--- src/conv_ctrl_pkg.sv ---
package conv_ctrl_pkg;

  // Register word byte addresses on the Avalon-MM slave.
  localparam logic [3:0] CTRL0_ADDR = 4'h0;
  localparam logic [3:0] CTRL1_ADDR = 4'h4;
  localparam logic [3:0] DATA_ADDR = 4'h8;
  localparam logic [3:0] STATUS_ADDR = 4'hC;
  localparam logic [3:0] MASK_ADDR = 4'h0;

  // Control word 0 field positions.
  localparam int SEL_LSB = 0;
  localparam int CONTINUOUS_SELECT_BIT = 4;
  localparam int REFOUT_BIT = 5;
  localparam int REFLO_BIT = 6;
  localparam int EN_BIT = 7;
  localparam int BUF_LSB = 8;

  // Control word 1 field positions.
  localparam int REFHI_BIT = 0;
  localparam int MASK_BIT = 8;

  // Values after reset.
  localparam logic [9:0] CTRL0_RESET = 10'h000;
  localparam logic [1:0] CTRL1_RESET = 2'h0;

  // Cycle counts at 100 MHz clock.
  localparam int CLK_MHZ = 100;
  localparam int FIRST_CYCLES = 5129;
  localparam int POWERUP_CYCLES = 40;
  localparam int CADENCE_CYCLES = 256;

  // Input stage configurations.
  localparam logic [1:0] STAGE_UNBUF = 2'h0;
  localparam logic [1:0] STAGE_BUF = 2'h1;
  localparam logic [1:0] STAGE_OPAMP = 2'h2;

  typedef enum logic [1:0] {
    ST_IDLE,
    ST_POWERUP,
    ST_FIRST,
    ST_CONTINUOUS_SELECT
  } conv_state_e;

endpackage : conv_ctrl_pkg

--- src/cycle_timer.sv ---
`timescale 1ns/1ns
// Down counter that pulses done when a loaded count expires.
module cycle_timer
  import conv_ctrl_pkg::*;
(
  input wire logic clock, // System clock.
  input wire logic reset_n, // Synchronous reset, active low.
  input wire logic load, // Load a new count.
  input wire logic [12:0] count, // Cycles until done.
  input wire logic stop, // Abandon the running count.
  output logic done // One-cycle pulse on expiry.
);

  logic [12:0] cnt_r;
  logic [12:0] cnt_nxt;
  logic run_r;
  logic run_nxt;
  logic done_nxt;

  // Next count; done rises on the edge that takes the count from one to zero.
  always_comb begin
    cnt_nxt = cnt_r;
    run_nxt = run_r;
    done_nxt = 1'b0;
    if (load) begin
      cnt_nxt = count;
      run_nxt = 1'b1;
    end else if (stop) begin
      run_nxt = 1'b0;
    end else if (run_r) begin
      if (cnt_r == 13'h0001) begin
        done_nxt = 1'b1;
        run_nxt = 1'b0;
      end
      cnt_nxt = cnt_r - 13'h0001;
    end
  end

  // Timer registers.
  always_ff @(posedge clock) begin
    if (!reset_n) begin
      cnt_r <= 13'h0000;
      run_r <= 1'b0;
      done <= 1'b0;
    end else begin
      cnt_r <= cnt_nxt;
      run_r <= run_nxt;
      done <= done_nxt;
    end
  end

endmodule : cycle_timer

--- src/conv_ctrl.sv ---
// Decided for this implementation: the register addresses and register access over Avalon-MM.
`timescale 1ns/1ns
// What this block does
// - Effective result is an 11-bit signed two's complement value.
// - Input multiplexer routes one of eight analog pins per input_select.
// - Input stage selects unbuffered, unity buffered or low-power opamp path.
// - Reference level or disable comes from high and low level bits.
// - First result after 5129 cycles, plus 40 when power-up needed.
// - conversion_enable clears at first result and stays clear afterwards.
// - Later results arrive every 256 cycles while continuous stays set.
// - Each 13-bit result stored in high byte and low byte bits 7:3.
// - Every completed conversion sets the status flag; irq follows it only while the mask bit is set.
// - Clearing continuous after the first result raises no new interrupt; pending one stays.
module conv_ctrl
  import conv_ctrl_pkg::*;
(
  input wire logic clock, // System clock, 100 MHz.
  input wire logic reset_n, // Synchronous reset, active low.
  input wire logic [3:0] avs_address, // Byte address.
  input wire logic avs_read, // Read request.
  input wire logic avs_write, // Write request.
  input wire logic [31:0] avs_writedata, // Write data.
  input wire logic [3:0] avs_byteenable, // Byte lanes.
  output logic [31:0] avs_readdata, // Read data.
  output logic avs_waitrequest, // Stall until answer.
  input wire logic [12:0] modulator_data, // Raw modulator sample.
  input wire logic analog_powered, // Analog section is up.
  output logic [2:0] analog_pin_sel, // Mux pin select.
  output logic [3:0] input_select, // Full input source code.
  output logic [1:0] stage_sel, // Input stage configuration.
  output logic [1:0] ref_level, // {high, low} reference level.
  output logic reference_out_pin, // Drive reference onto pin.
  output logic analog_power_up, // Request analog power.
  output logic irq // Level interrupt.
);

  conv_state_e state_r;
  conv_state_e state_nxt;
  logic [9:0] ctrl0_r;
  logic [9:0] ctrl0_nxt;
  logic [1:0] ctrl1_r;
  logic [1:0] ctrl1_nxt;
  logic [12:0] result_r;
  logic [12:0] result_nxt;
  logic status_r;
  logic status_nxt;
  logic mask_r;
  logic mask_nxt;
  logic [31:0] rdata_nxt;
  logic wait_r;
  logic wait_nxt;
  logic irq_nxt;
  logic [12:0] mod_s1_r;
  logic [12:0] mod_s2_r;
  logic [12:0] mod_s3_r;
  logic [12:0] sample_r;
  logic [12:0] sample_nxt;
  logic pwr_s1_r;
  logic pwr_s2_r;
  logic tmr_load;
  logic [12:0] tmr_count;
  logic tmr_stop;
  logic tmr_done;
  logic complete;
  logic wr_acc;
  logic rd_acc;

  // Returns the raw bits of one register word, reserved bits as zero.
  function automatic logic [31:0] reg_word(input logic [3:0] a,
      input logic [9:0] c0, input logic [1:0] c1, input logic [12:0] res,
      input logic st, input logic mk);
    logic [31:0] w;
    w = 32'h0000_0000;
    case (a)
      CTRL0_ADDR: w[9:0] = c0;
      CTRL1_ADDR: begin
        w[1:0] = c1;
        w[MASK_BIT] = mk;
      end
      DATA_ADDR: w[15:3] = res;
      STATUS_ADDR: w[0] = st;
      default: w = 32'h0000_0000;
    endcase
    return w;
  endfunction : reg_word

  // Folds the unused fourth stage code onto the unbuffered path.
  function automatic logic [1:0] stage_code(input logic [1:0] code);
    logic [1:0] s;
    s = code;
    if (code == 2'h3) begin
      s = STAGE_UNBUF;
    end
    return s;
  endfunction : stage_code

  // Two flip-flops on every input from the analog domain; a third stage
  // on the sample word lets the settle check compare two edges.
  always_ff @(posedge clock) begin
    if (!reset_n) begin
      mod_s1_r <= 13'h0000;
      mod_s2_r <= 13'h0000;
      mod_s3_r <= 13'h0000;
      sample_r <= 13'h0000;
      pwr_s1_r <= 1'b0;
      pwr_s2_r <= 1'b0;
    end else begin
      mod_s1_r <= modulator_data;
      mod_s2_r <= mod_s1_r;
      mod_s3_r <= mod_s2_r;
      sample_r <= sample_nxt;
      pwr_s1_r <= analog_powered;
      pwr_s2_r <= pwr_s1_r;
    end
  end

  // The bits of a word from the analog side need not all cross on one
  // edge, so only a value seen unchanged on two edges in a row is taken.
  always_comb begin
    sample_nxt = sample_r;
    if (mod_s2_r == mod_s3_r) begin
      sample_nxt = mod_s2_r;
    end
  end

  // Timer that sets first-result and cadence intervals.
  cycle_timer u_timer (
    .clock(clock),
    .reset_n(reset_n),
    .load(tmr_load),
    .count(tmr_count),
    .stop(tmr_stop),
    .done(tmr_done)
  );

  // A write lands at the edge where waitrequest is sampled low; a read is
  // fetched one edge earlier so that its data stand at that same edge.
  assign wr_acc = avs_write && !wait_r;
  assign rd_acc = avs_read && wait_r;

  // Conversion sequencer and register updates.
  always_comb begin
    state_nxt = state_r;
    ctrl0_nxt = ctrl0_r;
    ctrl1_nxt = ctrl1_r;
    result_nxt = result_r;
    mask_nxt = mask_r;
    tmr_load = 1'b0;
    tmr_count = 13'h0000;
    tmr_stop = 1'b0;
    complete = 1'b0;
    // Register writes; all fields of one control word may change in one access.
    if (wr_acc && avs_address == CTRL0_ADDR) begin
      if (avs_byteenable[0]) begin
        ctrl0_nxt[7:0] = avs_writedata[7:0];
      end
      if (avs_byteenable[1]) begin
        ctrl0_nxt[9:8] = avs_writedata[9:8];
      end
    end
    if (wr_acc && avs_address == CTRL1_ADDR) begin
      if (avs_byteenable[0]) begin
        ctrl1_nxt = avs_writedata[1:0];
      end
      if (avs_byteenable[1]) begin
        mask_nxt = avs_writedata[MASK_BIT];
      end
    end
    // Seeing the start costs a cycle and registering the flag another, so
    // each first-result load is trimmed to keep the interval exact from the edge that
    // takes the start write.
    case (state_r)
      ST_IDLE: begin
        if (ctrl0_r[EN_BIT]) begin
          if (!pwr_s2_r) begin
            // Analog section is off: let it power up first.
            state_nxt = ST_POWERUP;
            tmr_load = 1'b1;
            tmr_count = 13'(POWERUP_CYCLES);
          end else begin
            state_nxt = ST_FIRST;
            tmr_load = 1'b1;
            tmr_count = 13'(FIRST_CYCLES - 2);
          end
        end
      end
      ST_POWERUP: begin
        // The hand-over to the first interval costs one more cycle.
        if (tmr_done) begin
          state_nxt = ST_FIRST;
          tmr_load = 1'b1;
          tmr_count = 13'(FIRST_CYCLES - 3);
        end
      end
      ST_FIRST: begin
        if (tmr_done) begin
          complete = 1'b1;
          ctrl0_nxt[EN_BIT] = 1'b0;
          if (ctrl0_r[CONTINUOUS_SELECT_BIT]) begin
            // The reload cycle itself counts towards the next interval.
            state_nxt = ST_CONTINUOUS_SELECT;
            tmr_load = 1'b1;
            tmr_count = 13'(CADENCE_CYCLES - 1);
          end else begin
            state_nxt = ST_IDLE;
          end
        end
      end
      ST_CONTINUOUS_SELECT: begin
        if (!ctrl0_r[CONTINUOUS_SELECT_BIT]) begin
          state_nxt = ST_IDLE;
          tmr_stop = 1'b1;
        end else if (tmr_done) begin
          complete = 1'b1;
          tmr_load = 1'b1;
          tmr_count = 13'(CADENCE_CYCLES - 1);
        end
      end
      default: begin
        state_nxt = ST_IDLE;
        tmr_stop = 1'b1;
      end
    endcase
    // Result keeps full 13 bits; the top 11 carry the effective value.
    if (complete) begin
      result_nxt = sample_r;
    end
  end

  // Sticky completion flag; a new completion wins over a clear.
  always_comb begin
    status_nxt = status_r;
    if (wr_acc && avs_address == STATUS_ADDR && avs_byteenable[0] &&
        avs_writedata[0]) begin
      status_nxt = 1'b0;
    end
    if (complete) begin
      status_nxt = 1'b1;
    end
    irq_nxt = status_nxt && mask_nxt;
  end

  // Bus answer: one wait cycle, then readdata and waitrequest low.
  always_comb begin
    wait_nxt = 1'b1;
    rdata_nxt = avs_readdata;
    if ((avs_read || avs_write) && wait_r) begin
      wait_nxt = 1'b0;
    end
    if (rd_acc) begin
      rdata_nxt = reg_word(avs_address, ctrl0_r, ctrl1_r, result_r,
                           status_r, mask_r);
    end
  end

  // State registers.
  always_ff @(posedge clock) begin
    if (!reset_n) begin
      state_r <= ST_IDLE;
      ctrl0_r <= CTRL0_RESET;
      ctrl1_r <= CTRL1_RESET;
      result_r <= 13'h0000;
      status_r <= 1'b0;
      mask_r <= 1'b0;
      wait_r <= 1'b1;
      avs_readdata <= 32'h0000_0000;
      irq <= 1'b0;
    end else begin
      state_r <= state_nxt;
      ctrl0_r <= ctrl0_nxt;
      ctrl1_r <= ctrl1_nxt;
      result_r <= result_nxt;
      status_r <= status_nxt;
      mask_r <= mask_nxt;
      wait_r <= wait_nxt;
      avs_readdata <= rdata_nxt;
      irq <= irq_nxt;
    end
  end

  assign avs_waitrequest = wait_r;

  // Analog controls, registered from the control words; power request from the sequencer state.
  always_ff @(posedge clock) begin
    if (!reset_n) begin
      analog_pin_sel <= 3'h0;
      input_select <= 4'h0;
      stage_sel <= STAGE_UNBUF;
      ref_level <= 2'h0;
      reference_out_pin <= 1'b0;
      analog_power_up <= 1'b0;
    end else begin
      analog_pin_sel <= ctrl0_nxt[2:0];
      input_select <= ctrl0_nxt[3:0];
      stage_sel <= stage_code(ctrl0_nxt[BUF_LSB +: 2]);
      ref_level <= {ctrl1_nxt[REFHI_BIT], ctrl0_nxt[REFLO_BIT]};
      reference_out_pin <= ctrl0_nxt[REFOUT_BIT];
      analog_power_up <= (state_nxt != ST_IDLE);
    end
  end

endmodule : conv_ctrl

--- config.mk ---
export PLATFORM = sky130hd
export DESIGN_NAME = conv_ctrl
export DESIGN_NICKNAME = d
export VERILOG_FILES = /design/src/conv_ctrl_pkg.sv /design/src/cycle_timer.sv /design/src/conv_ctrl.sv
export SDC_FILE = /design/constraint.sdc
export NUM_CORES = 1
export LEC_CHECK = 0
export ABC_AREA = 0
export BUFFER_PORTS_ARGS = -buffer_cell sky130_fd_sc_hd__buf_2
export CORE_AREA = 2 2 120 93
export CTS_BUF_LIST = sky130_fd_sc_hd__clkbuf_16
export DETAILED_ROUTE_END_ITERATION = 10
export DIE_AREA = 0 0 122 95
export GPL_ROUTABILITY_DRIVEN = 0
export HOLD_SLACK_MARGIN = 0.08
export PLACE_DENSITY = 0.74
export SLEW_MARGIN = 20
export SYNTH_ARGS = -nofsm -noshare
export SYNTH_HDL_FRONTEND = slang
export SYNTH_SLANG_ARGS = --single-unit
--- constraint.sdc ---
create_clock -name clock -period 1.9 [get_ports clock]
set_input_delay 0.19 -clock clock [delete_from_list [all_inputs] [get_ports clock]]
set_output_delay 0.19 -clock clock [all_outputs]
set_load 0.02 [all_outputs]
==> metrics.md, run 1 <==
| Metric | Value |
|---|---|
| Status | `completed` |
| Final setup violation count | `0` |
| Starting density of the core | `47.23%` |
| Number of nets with antenna violations after routing | `0` |
| Max-cap check violation count | `0` |
| Max transition margin | `44.04%` |
| Total vias in the final route | `3871` |
| Least-Margin Pin Slew | `0.8263 ns` |
| Static Leakage | `2.669 nW` |
| Part of the Yosys area used for sequential elements | `47.91%` |
| Maximum number of pins on one net before global-route repair | `54` |
| Pre-CTS setup slack | `0.02649 ns` |
| CTS H-tree lvls | `4` |
| Share of the cycle needed by the critical path after routing | `96.91%` |
| Detailed placer's ending HPWL | `6.744 mm` |
| DIE HEIGHT | `95 um` |
| Area Overhead vs Synth | `25.09%` |
| Clock period minus worst slack | `1.841 ns` |
| I/O pin count | `105` |
| Final sum of negative setup slack | `0 ns` |
| Maximum number of buffers from clock root to sink | `2` |
| Most area-consuming cells after synthesis | `sky130_fd_sc_hd__dfxtp_1, sky130_fd_sc_hd__mux2i_1, sky130_fd_sc_hd__nand2_1` |
| Cell chosen for the clock root | `sky130_fd_sc_hd__clkbuf_16` |
| Share of post-route cells with drive strength above 1 | `21.10%` |
| Die outline width | `122 um` |
| Util after Layout | `59.07%` |
| GRT Residual Overflow | `0` |
| Initial drt markers | `293` |
| Overall Global Routing Usage | `18.68%` |
| Hold Crit Class | `primary input to flop` |
| Main flop type after synthesis | `sky130_fd_sc_hd__dfxtp_1` |
| Number of cells on the worst reg-to-reg path | `5` |
| Final Routed Wirelength | `10.11 mm` |
| Maximum clock frequency | `543.1 MHz` |
| Required @ worst endpoint | `2.20 ns` |
| Critical Path Fanout Max | `5` |
| Stages on the worst setup path | `5` |
| Setup clock skew after layout | `0.004977 ns` |
| Post-route worst setup slack | `0.05878 ns` |
| Clock Sink Count | `119` |
| Worst vdd ir | `0.6185 mV` |
| Count of distinct cell types in the synthesized netlist | `58` |
| Synth top area share | `47.91%` |
| P per Cell Area | `986.1 mW/mm2` |
| Wire length of the first global-routing pass | `16.81 mm` |
| Vias in the first global route | `3623` |
| Total number of placement rows | `33` |
| Die area | `0.01159 mm2` |
| Post-detailed-route wirelength per cell | `13.05 um` |
| Buffers plus inverters on the worst setup path | `0` |
| Netlist area before placement | `0.004972 mm2` |
| Data arrival time at the worst-slack endpoint | `2.14 ns` |
| TritonCTS clock tree | `done` |
| Count of buffers inserted at the top-level ports | `64` |
| Capturing element type of the critical path | `flop` |
| Drt first pass iters | `5` |
| Antenna violations before repair | `0` |
| Post-synthesis instance total | `534` |
| Number of fillers in the final layout | `904` |
| Slew Limit Fails | `0` |
| Hold path cells | `3` |
| Cell type with the highest aggregate area in the netlist | `sky130_fd_sc_hd__dfxtp_1` |
| Synth Area per Inst | `9.311 um2` |
| Number of storage elements in the synthesis netlist | `119` |
| Clk pin slew, worst setup/hold paths | `0.06 ns` |
| List of cells traversed by the critical path | `or4_4, or2_4, a2111oi_4, xnor2_1, nor2_2` |
| Post-synth EDFFs | `0` |
| Count of endpoints failing hold in the final timing report | `0` |
| Final-stage net count | `682` |
| Setup repair after global routing missed its margin | `yes` |
| Vias per cell | `4.995` |
| Startpoint type of the worst setup path | `flop` |
| CP max-delay cell | `sky130_fd_sc_hd__or4_4` |
| Number of warnings printed during yosys synthesis | `0` |
| Total CTS buffers | `17` |
| Antenna Cells | `0` |
| CP Class | `flop to flop` |
| Worst-Skew Late Latency | `0.41 ns` |
| Post-layout power | `0.006133 W` |
| Worst hold margin | `0.09880 ns` |
| Crit path largest cell delay | `0.58 ns` |
| Remaining routing DRC violations | `0` |
| Core area | `0.01053 mm2` |
| FFs w/ async S/R, synth | `0%` |
| Top Family by Delay on Critical Path | `simple AND/OR/NAND/NOR gates` |
-- metrics by stage --
step,cells,area (um2)
3_5_place_dp,719,5355
5_1_grt,775,6220
3_3_place_gp,719,5355
2_1_floorplan,549,5029
4_1_cts,775,6198
6_report,775,6220
-- where the power goes --
part | internal [W] | switching, W
registers | 0.00254 | 0.0000237
logic | 0.000165 | 0.000185
clock network | 0.00206 | 0.00115
-- worst register-to-register path: stages (launching register included) --
cell,delay (ns)
sky130_fd_sc_hd__dfxtp_1,0.36
sky130_fd_sc_hd__or4_4,0.58
sky130_fd_sc_hd__or2_4,0.29
sky130_fd_sc_hd__a2111oi_4,0.29
sky130_fd_sc_hd__xnor2_1,0.18
sky130_fd_sc_hd__nor2_2,0.04
-- sequential cells by signal, summed over array words and instances, names as in the netlist --
register	cells
analog_power_up	1
avs_readdata	16
avs_waitrequest	1
ctrl0_r	10
ctrl1_r	2
irq	1
mask_r	1
mod_s1_r	13
mod_s2_r	13
mod_s3_r	13
pwr_s1_r	1
pwr_s2_r	1
result_r	13
sample_r	13
stage_sel	2
state_r	2
status_r	1
u_timer.cnt_r	13
u_timer.done	1
u_timer.run_r	1
-- what timing repair did --
item	4_1_cts	5_1_grt
buffers inserted	0	0
hold buffers	24	0
resized for setup	0	4
endpoints found under the hold margin	24	0
setup endpoints to repair	0	9
-- metal layers --
layer / vias to the layer above / track usage [%] / wire [um]
met3: 11 / 6.099 / 730
met5: - / 0 / 0
met2: 150 / 29.56 / 4508
li1: 1927 / - / -
met4: 0 / 6.897 / 116
met1: 1783 / 23.91 / 4754
-- worst paths after layout --
path | from | end | slack, ns
max | u_timer.cnt_r[6] | u_timer.cnt_r[11] | 0.06
min reg2reg | mod_s1_r[12] | mod_s2_r[12] | 0.43
max reg2reg | u_timer.cnt_r[6] | u_timer.cnt_r[11] | 0.06
min | avs_writedata[9] | ctrl0_r[9] | 0.1
-- cell families after synthesis --
logic type	Yosys count	share of synthesized area (%)
simple gates	205	21.97
flops	119	47.91
compound gates	80	10.95
buf+inv	75	8.505
mux	36	7.272
xor+xnor	16	2.818
fa+ha+maj	2	0.5032
other cells	1	0.07542
-- placed cells by master, fill, tap and decap left out, drive strengths merged, types with 16 or more instances in the layout --
cell type / n
dfxtp: 119
buf: 84
nand2: 66
mux2i: 35
nor2b: 32
and2: 31
dlygate4sd3: 24
inv: 24
nor2: 22
a21oi: 20
nor3: 18
clkbuf: 17
a21boi: 16
conb: 16
-- final cells by class --
class | count | area, um2 | area share, %
inverter | 21 | 78.83 | 1.267
clock inverter | 15 | 177.7 | 2.857
timing repair buffer | 108 | 735.7 | 11.83
multi-input combinational | 355 | 2245 | 36.09
clock buffer | 17 | 425.4 | 6.840
sequential | 119 | 2382 | 38.30
tap | 140 | 175.2 | 2.816
-- Yosys cell counts, types with 12 or more instances --
cell,instances
sky130_fd_sc_hd__a21boi_0,16
sky130_fd_sc_hd__a21oi_1,20
sky130_fd_sc_hd__and2_1,31
sky130_fd_sc_hd__buf_4,25
sky130_fd_sc_hd__clkbuf_1,18
sky130_fd_sc_hd__dfxtp_1,119
sky130_fd_sc_hd__inv_1,21
sky130_fd_sc_hd__mux2i_1,35
sky130_fd_sc_hd__nand2_1,66
sky130_fd_sc_hd__nor2_1,21
sky130_fd_sc_hd__nor2b_1,32
sky130_fd_sc_hd__nor3_1,16
sky130_fd_sc_hd__o21ai_0,12
Power figures use the tool's default switching activity.
==> run 2, diff against run 1 <==
--- a/config.mk
+++ b/config.mk
@@ -7,14 +7,15 @@
 export LEC_CHECK = 0
 export ABC_AREA = 0
 export BUFFER_PORTS_ARGS = -buffer_cell sky130_fd_sc_hd__buf_2
-export CORE_AREA = 2 2 120 93
+export CORE_AREA = 2 2 118 91
 export CTS_BUF_LIST = sky130_fd_sc_hd__clkbuf_16
 export DETAILED_ROUTE_END_ITERATION = 10
-export DIE_AREA = 0 0 122 95
+export DIE_AREA = 0 0 120 93
 export GPL_ROUTABILITY_DRIVEN = 0
 export HOLD_SLACK_MARGIN = 0.08
 export PLACE_DENSITY = 0.74
 export SLEW_MARGIN = 20
 export SYNTH_ARGS = -nofsm -noshare
 export SYNTH_HDL_FRONTEND = slang
+export SYNTH_HIERARCHICAL = 1
 export SYNTH_SLANG_ARGS = --single-unit
==> run 2 against run 1 <==
Net effect:
- power fell by 2.8%
- clock skew increased by 0.0058 ns
- via count is 5.6% lower
- non-clock buffer count decreased by 4
- count of clock-buffer cells in the layout did not move
- critical endpoint is now u_timer/cnt_r[10]
- final cell count shrank 3.6%
- utilization decreased by 0.21 points
- critical path type unchanged
- register-to-register slack gained 0.06 ns
- highest routed layer unchanged
- fmax is 3.6% higher
- routed wire length is 6.2% lower
==> metrics.md, run 2 <==
| Metric | Value |
|---|---|
| R2R setup slack | `0.12 ns` |
| Met3 track utilization from global routing | `6.707%` |
| Count of buffers inserted at the top-level ports | `64` |
| Number of warnings printed during yosys synthesis | `6` |
| Maximum number of buffers from clock root to sink | `2` |
| Final sum of negative setup slack | `0 ns` |
| Static Leakage | `2.670 nW` |
| Maximum number of pins on one net before global-route repair | `48` |
| DIE HEIGHT | `93 um` |
| Reg-to-Reg Start | `state_r[0]` |
| Largest register by flop count | `avs_readdata` |
| Hold Crit Class | `primary input to flop` |
| Die area | `0.01116 mm2` |
| Met2 track utilization from global routing | `28.79%` |
| Netlist area before placement | `0.004705 mm2` |
| FFs w/ async S/R, synth | `0%` |
| Global routing's busiest layer | `met2` |
| Worst vdd ir | `0.6794 mV` |
| Overall Global Routing Usage | `17.90%` |
| Vias per cell | `4.892` |
| Least-Margin Pin Slew | `0.6233 ns` |
| Maximum clock frequency | `562.7 MHz` |
| Die outline width | `120 um` |
| Util after Layout | `58.86%` |
| Part of the Yosys area used for sequential elements | `50.64%` |
| Setup clock skew after layout | `0.01078 ns` |
| Required @ worst endpoint | `2.18 ns` |
| Final-stage net count | `658` |
| Cell chosen for the clock root | `sky130_fd_sc_hd__clkbuf_16` |
| Capturing element type of the critical path | `flop` |
| Core area | `0.01005 mm2` |
| Synth top area share | `50.64%` |
| GRT Residual Overflow | `0` |
| Number of fillers in the final layout | `822` |
| CP Class | `flop to flop` |
| Leading cell type in the layout, fill and taps excluded | `sky130_fd_sc_hd__dfxtp_1` |
| Post-synth EDFFs | `0` |
| Worst-Skew Late Latency | `0.41 ns` |
| Wire length of the first global-routing pass | `15.74 mm` |
| Most area-consuming cells after synthesis | `sky130_fd_sc_hd__dfxtp_1, sky130_fd_sc_hd__mux2i_1, sky130_fd_sc_hd__nand2_1` |
| Capture point of the worst reg-to-reg path | `u_timer/cnt_r[10]` |
| Synth Area per Inst | `9.261 um2` |
| Post-detailed-route wirelength per cell | `12.70 um` |
| Max FFs per register | `16` |
| Count of endpoints failing hold in the final timing report | `0` |
| Share of post-route cells with drive strength above 1 | `18.49%` |
| Vias in the first global route | `3454` |
| Total number of placement rows | `32` |
| Cell type with the highest aggregate area in the netlist | `sky130_fd_sc_hd__dfxtp_1` |
| I/O pin count | `105` |
| CTS H-tree lvls | `4` |
| Startpoint type of the worst setup path | `flop` |
| Number of cells on the worst reg-to-reg path | `6` |
| Share of the cycle needed by the critical path after routing | `93.53%` |
| Area Overhead vs Synth | `25.74%` |
| TritonCTS clock tree | `done` |
| Top-count cell post-synth | `sky130_fd_sc_hd__dfxtp_1` |
| Final Routed Wirelength | `9.488 mm` |
| Drt first pass iters | `5` |
| Hold Startpoint | `avs_byteenable[1]` |
| Status | `completed` |
| Antenna violations before repair | `0` |
| Slew Limit Fails | `0` |
| Number of nets with antenna violations after routing | `0` |
| Count of distinct cell types in the synthesized netlist | `46` |
| Total CTS buffers | `17` |
| Main flop type after synthesis | `sky130_fd_sc_hd__dfxtp_1` |
| Number of storage elements in the synthesis netlist | `119` |
| Max transition margin | `58.35%` |
| Critical Path Fanout Max | `8` |
| Remaining routing DRC violations | `0` |
| Antenna Cells | `0` |
| Hold Path End | `mask_r` |
| Initial drt markers | `315` |
| Top cells by instance count after synthesis | `sky130_fd_sc_hd__dfxtp_1, sky130_fd_sc_hd__nand2_1, sky130_fd_sc_hd__a21oi_1, sky130_fd_sc_hd__and2_1, sky130_fd_sc_hd__nor2_1` |
| Total vias in the final route | `3654` |
| Max-cap check violation count | `0` |
| Commonest non-fill, non-tap cells in the layout | `sky130_fd_sc_hd__dfxtp_1, sky130_fd_sc_hd__nand2_1, sky130_fd_sc_hd__buf_2, sky130_fd_sc_hd__a21oi_1` |
| Clock period minus worst slack | `1.777 ns` |
| P per Cell Area | `1007 mW/mm2` |
| Detailed placer's ending HPWL | `6.325 mm` |
| Hold path cells | `3` |
| Clock Sink Count | `119` |
| Final setup violation count | `0` |
| Global-route met1 utilization | `21.94%` |
| Post-synthesis instance total | `508` |
| Starting density of the core | `46.81%` |
| Clk pin slew, worst setup/hold paths | `0.05 ns` |
| Data arrival time at the worst-slack endpoint | `2.06 ns` |
| Setup repair after global routing missed its margin | `no` |
[run 2: cell count changes in the layout (fill, tap and decap cells not counted), sizes merged, moves of 5 or more]
cell	before	now
xor2	8	21
mux2i	35	27
nand3	5	14
a22oi	8	2
a21oi	20	36
buf	84	78
nor3	18	11
a21boi	16	2
nor2	22	29
nor2b	32	5
a221oi	0	8
clkinv	4	9
[run 2: logic make-up after synthesis]
kind of cell	count (synthesis)	synth area share [%]
flops	119	50.64
mux	27	5.745
xor+xnor	25	4.654
simple gates	187	20.82
buf+inv	73	8.138
other cells	1	0.07971
fa+ha+maj	2	0.5318
compound gates	74	9.388
[run 2: stage by stage]
step | worst slack (ns) | total power (W) | cell area [um2] | std cells | hold WS (ns)
after global placement | 0.2240 | 0.002914 | 5086 | 689 | 0.3956
final | 0.1229 | 0.005960 | 5916 | 747 | 0.1071
after CTS | 0.1430 | 0.006027 | 5916 | 747 | 0.08884
after floorplan | 0.1693 | 0.002848 | 4772 | 526 | 0.3059
after global routing | 0.05634 | 0.006189 | 5916 | 747 | 0.1097
after detailed placement | 0.1742 | 0.002924 | 5086 | 689 | 0.3985
[run 2: power by group]
part	switching, W	internal (W)	total (W)
clock network	0.00103	0.00201	0.00304
registers	0.0000278	0.00255	0.00258
logic	0.000191	0.000145	0.000335
[run 2: worst max-delay path, cell delays in order, from the launching register on]
cell and delay (ns):
sky130_fd_sc_hd__dfxtp_1 0.46, sky130_fd_sc_hd__nand2b_1 0.14, sky130_fd_sc_hd__nor2_1 0.28, sky130_fd_sc_hd__and3b_1 0.31, sky130_fd_sc_hd__and4b_1 0.24, sky130_fd_sc_hd__xnor2_1 0.15
sky130_fd_sc_hd__a21oi_1 0.09
[run 2: layout make-up]
type	instances	area [um2]	area share (%)
Clock buffer	17	425.4	7.191
Clock inverter	15	143.9	2.432
Inverter	22	82.58	1.396
Multi-Input combinational cell	334	2013	34.03
Sequential cell	119	2382	40.27
Tap cell	136	170.2	2.876
Timing Repair Buffer	104	698.2	11.80
[run 2: worst max-delay path by stage]
| stage | startpoint | cells past startpoint | slack [ns] | endpoint |
|---|---|---|---|---|
| 6_report | state_r[0] | 6 | 0.12 | u_timer/cnt_r[10] |
| 5_1_grt | state_r[0] | 6 | 0.06 | u_timer/cnt_r[10] |
| 4_1_cts | state_r[0] | 6 | 0.14 | u_timer/cnt_r[12] |
| 3_5_place_dp | state_r[0] | 6 | 0.17 | u_timer/cnt_r[10] |
| 3_3_place_gp | state_r[0] | 6 | 0.22 | u_timer/cnt_r[10] |
| 2_1_floorplan | state_r[1] | 8 | 0.17 | u_timer/cnt_r[10] |
[run 2: per-layer routing]
metal / share of wire [%] / routed length, um
met1: 46 / 4359
met2: 47 / 4465
met3: 5.8 / 550
met4: 1.2 / 113
met5: 0 / 0
[run 2: timing repair]
item	CTS	global route
setup buffers	0	0
endpoints found under the hold margin	30	0
setup endpoints to repair	0	4
resized for setup	0	1
hold buffers	26	0
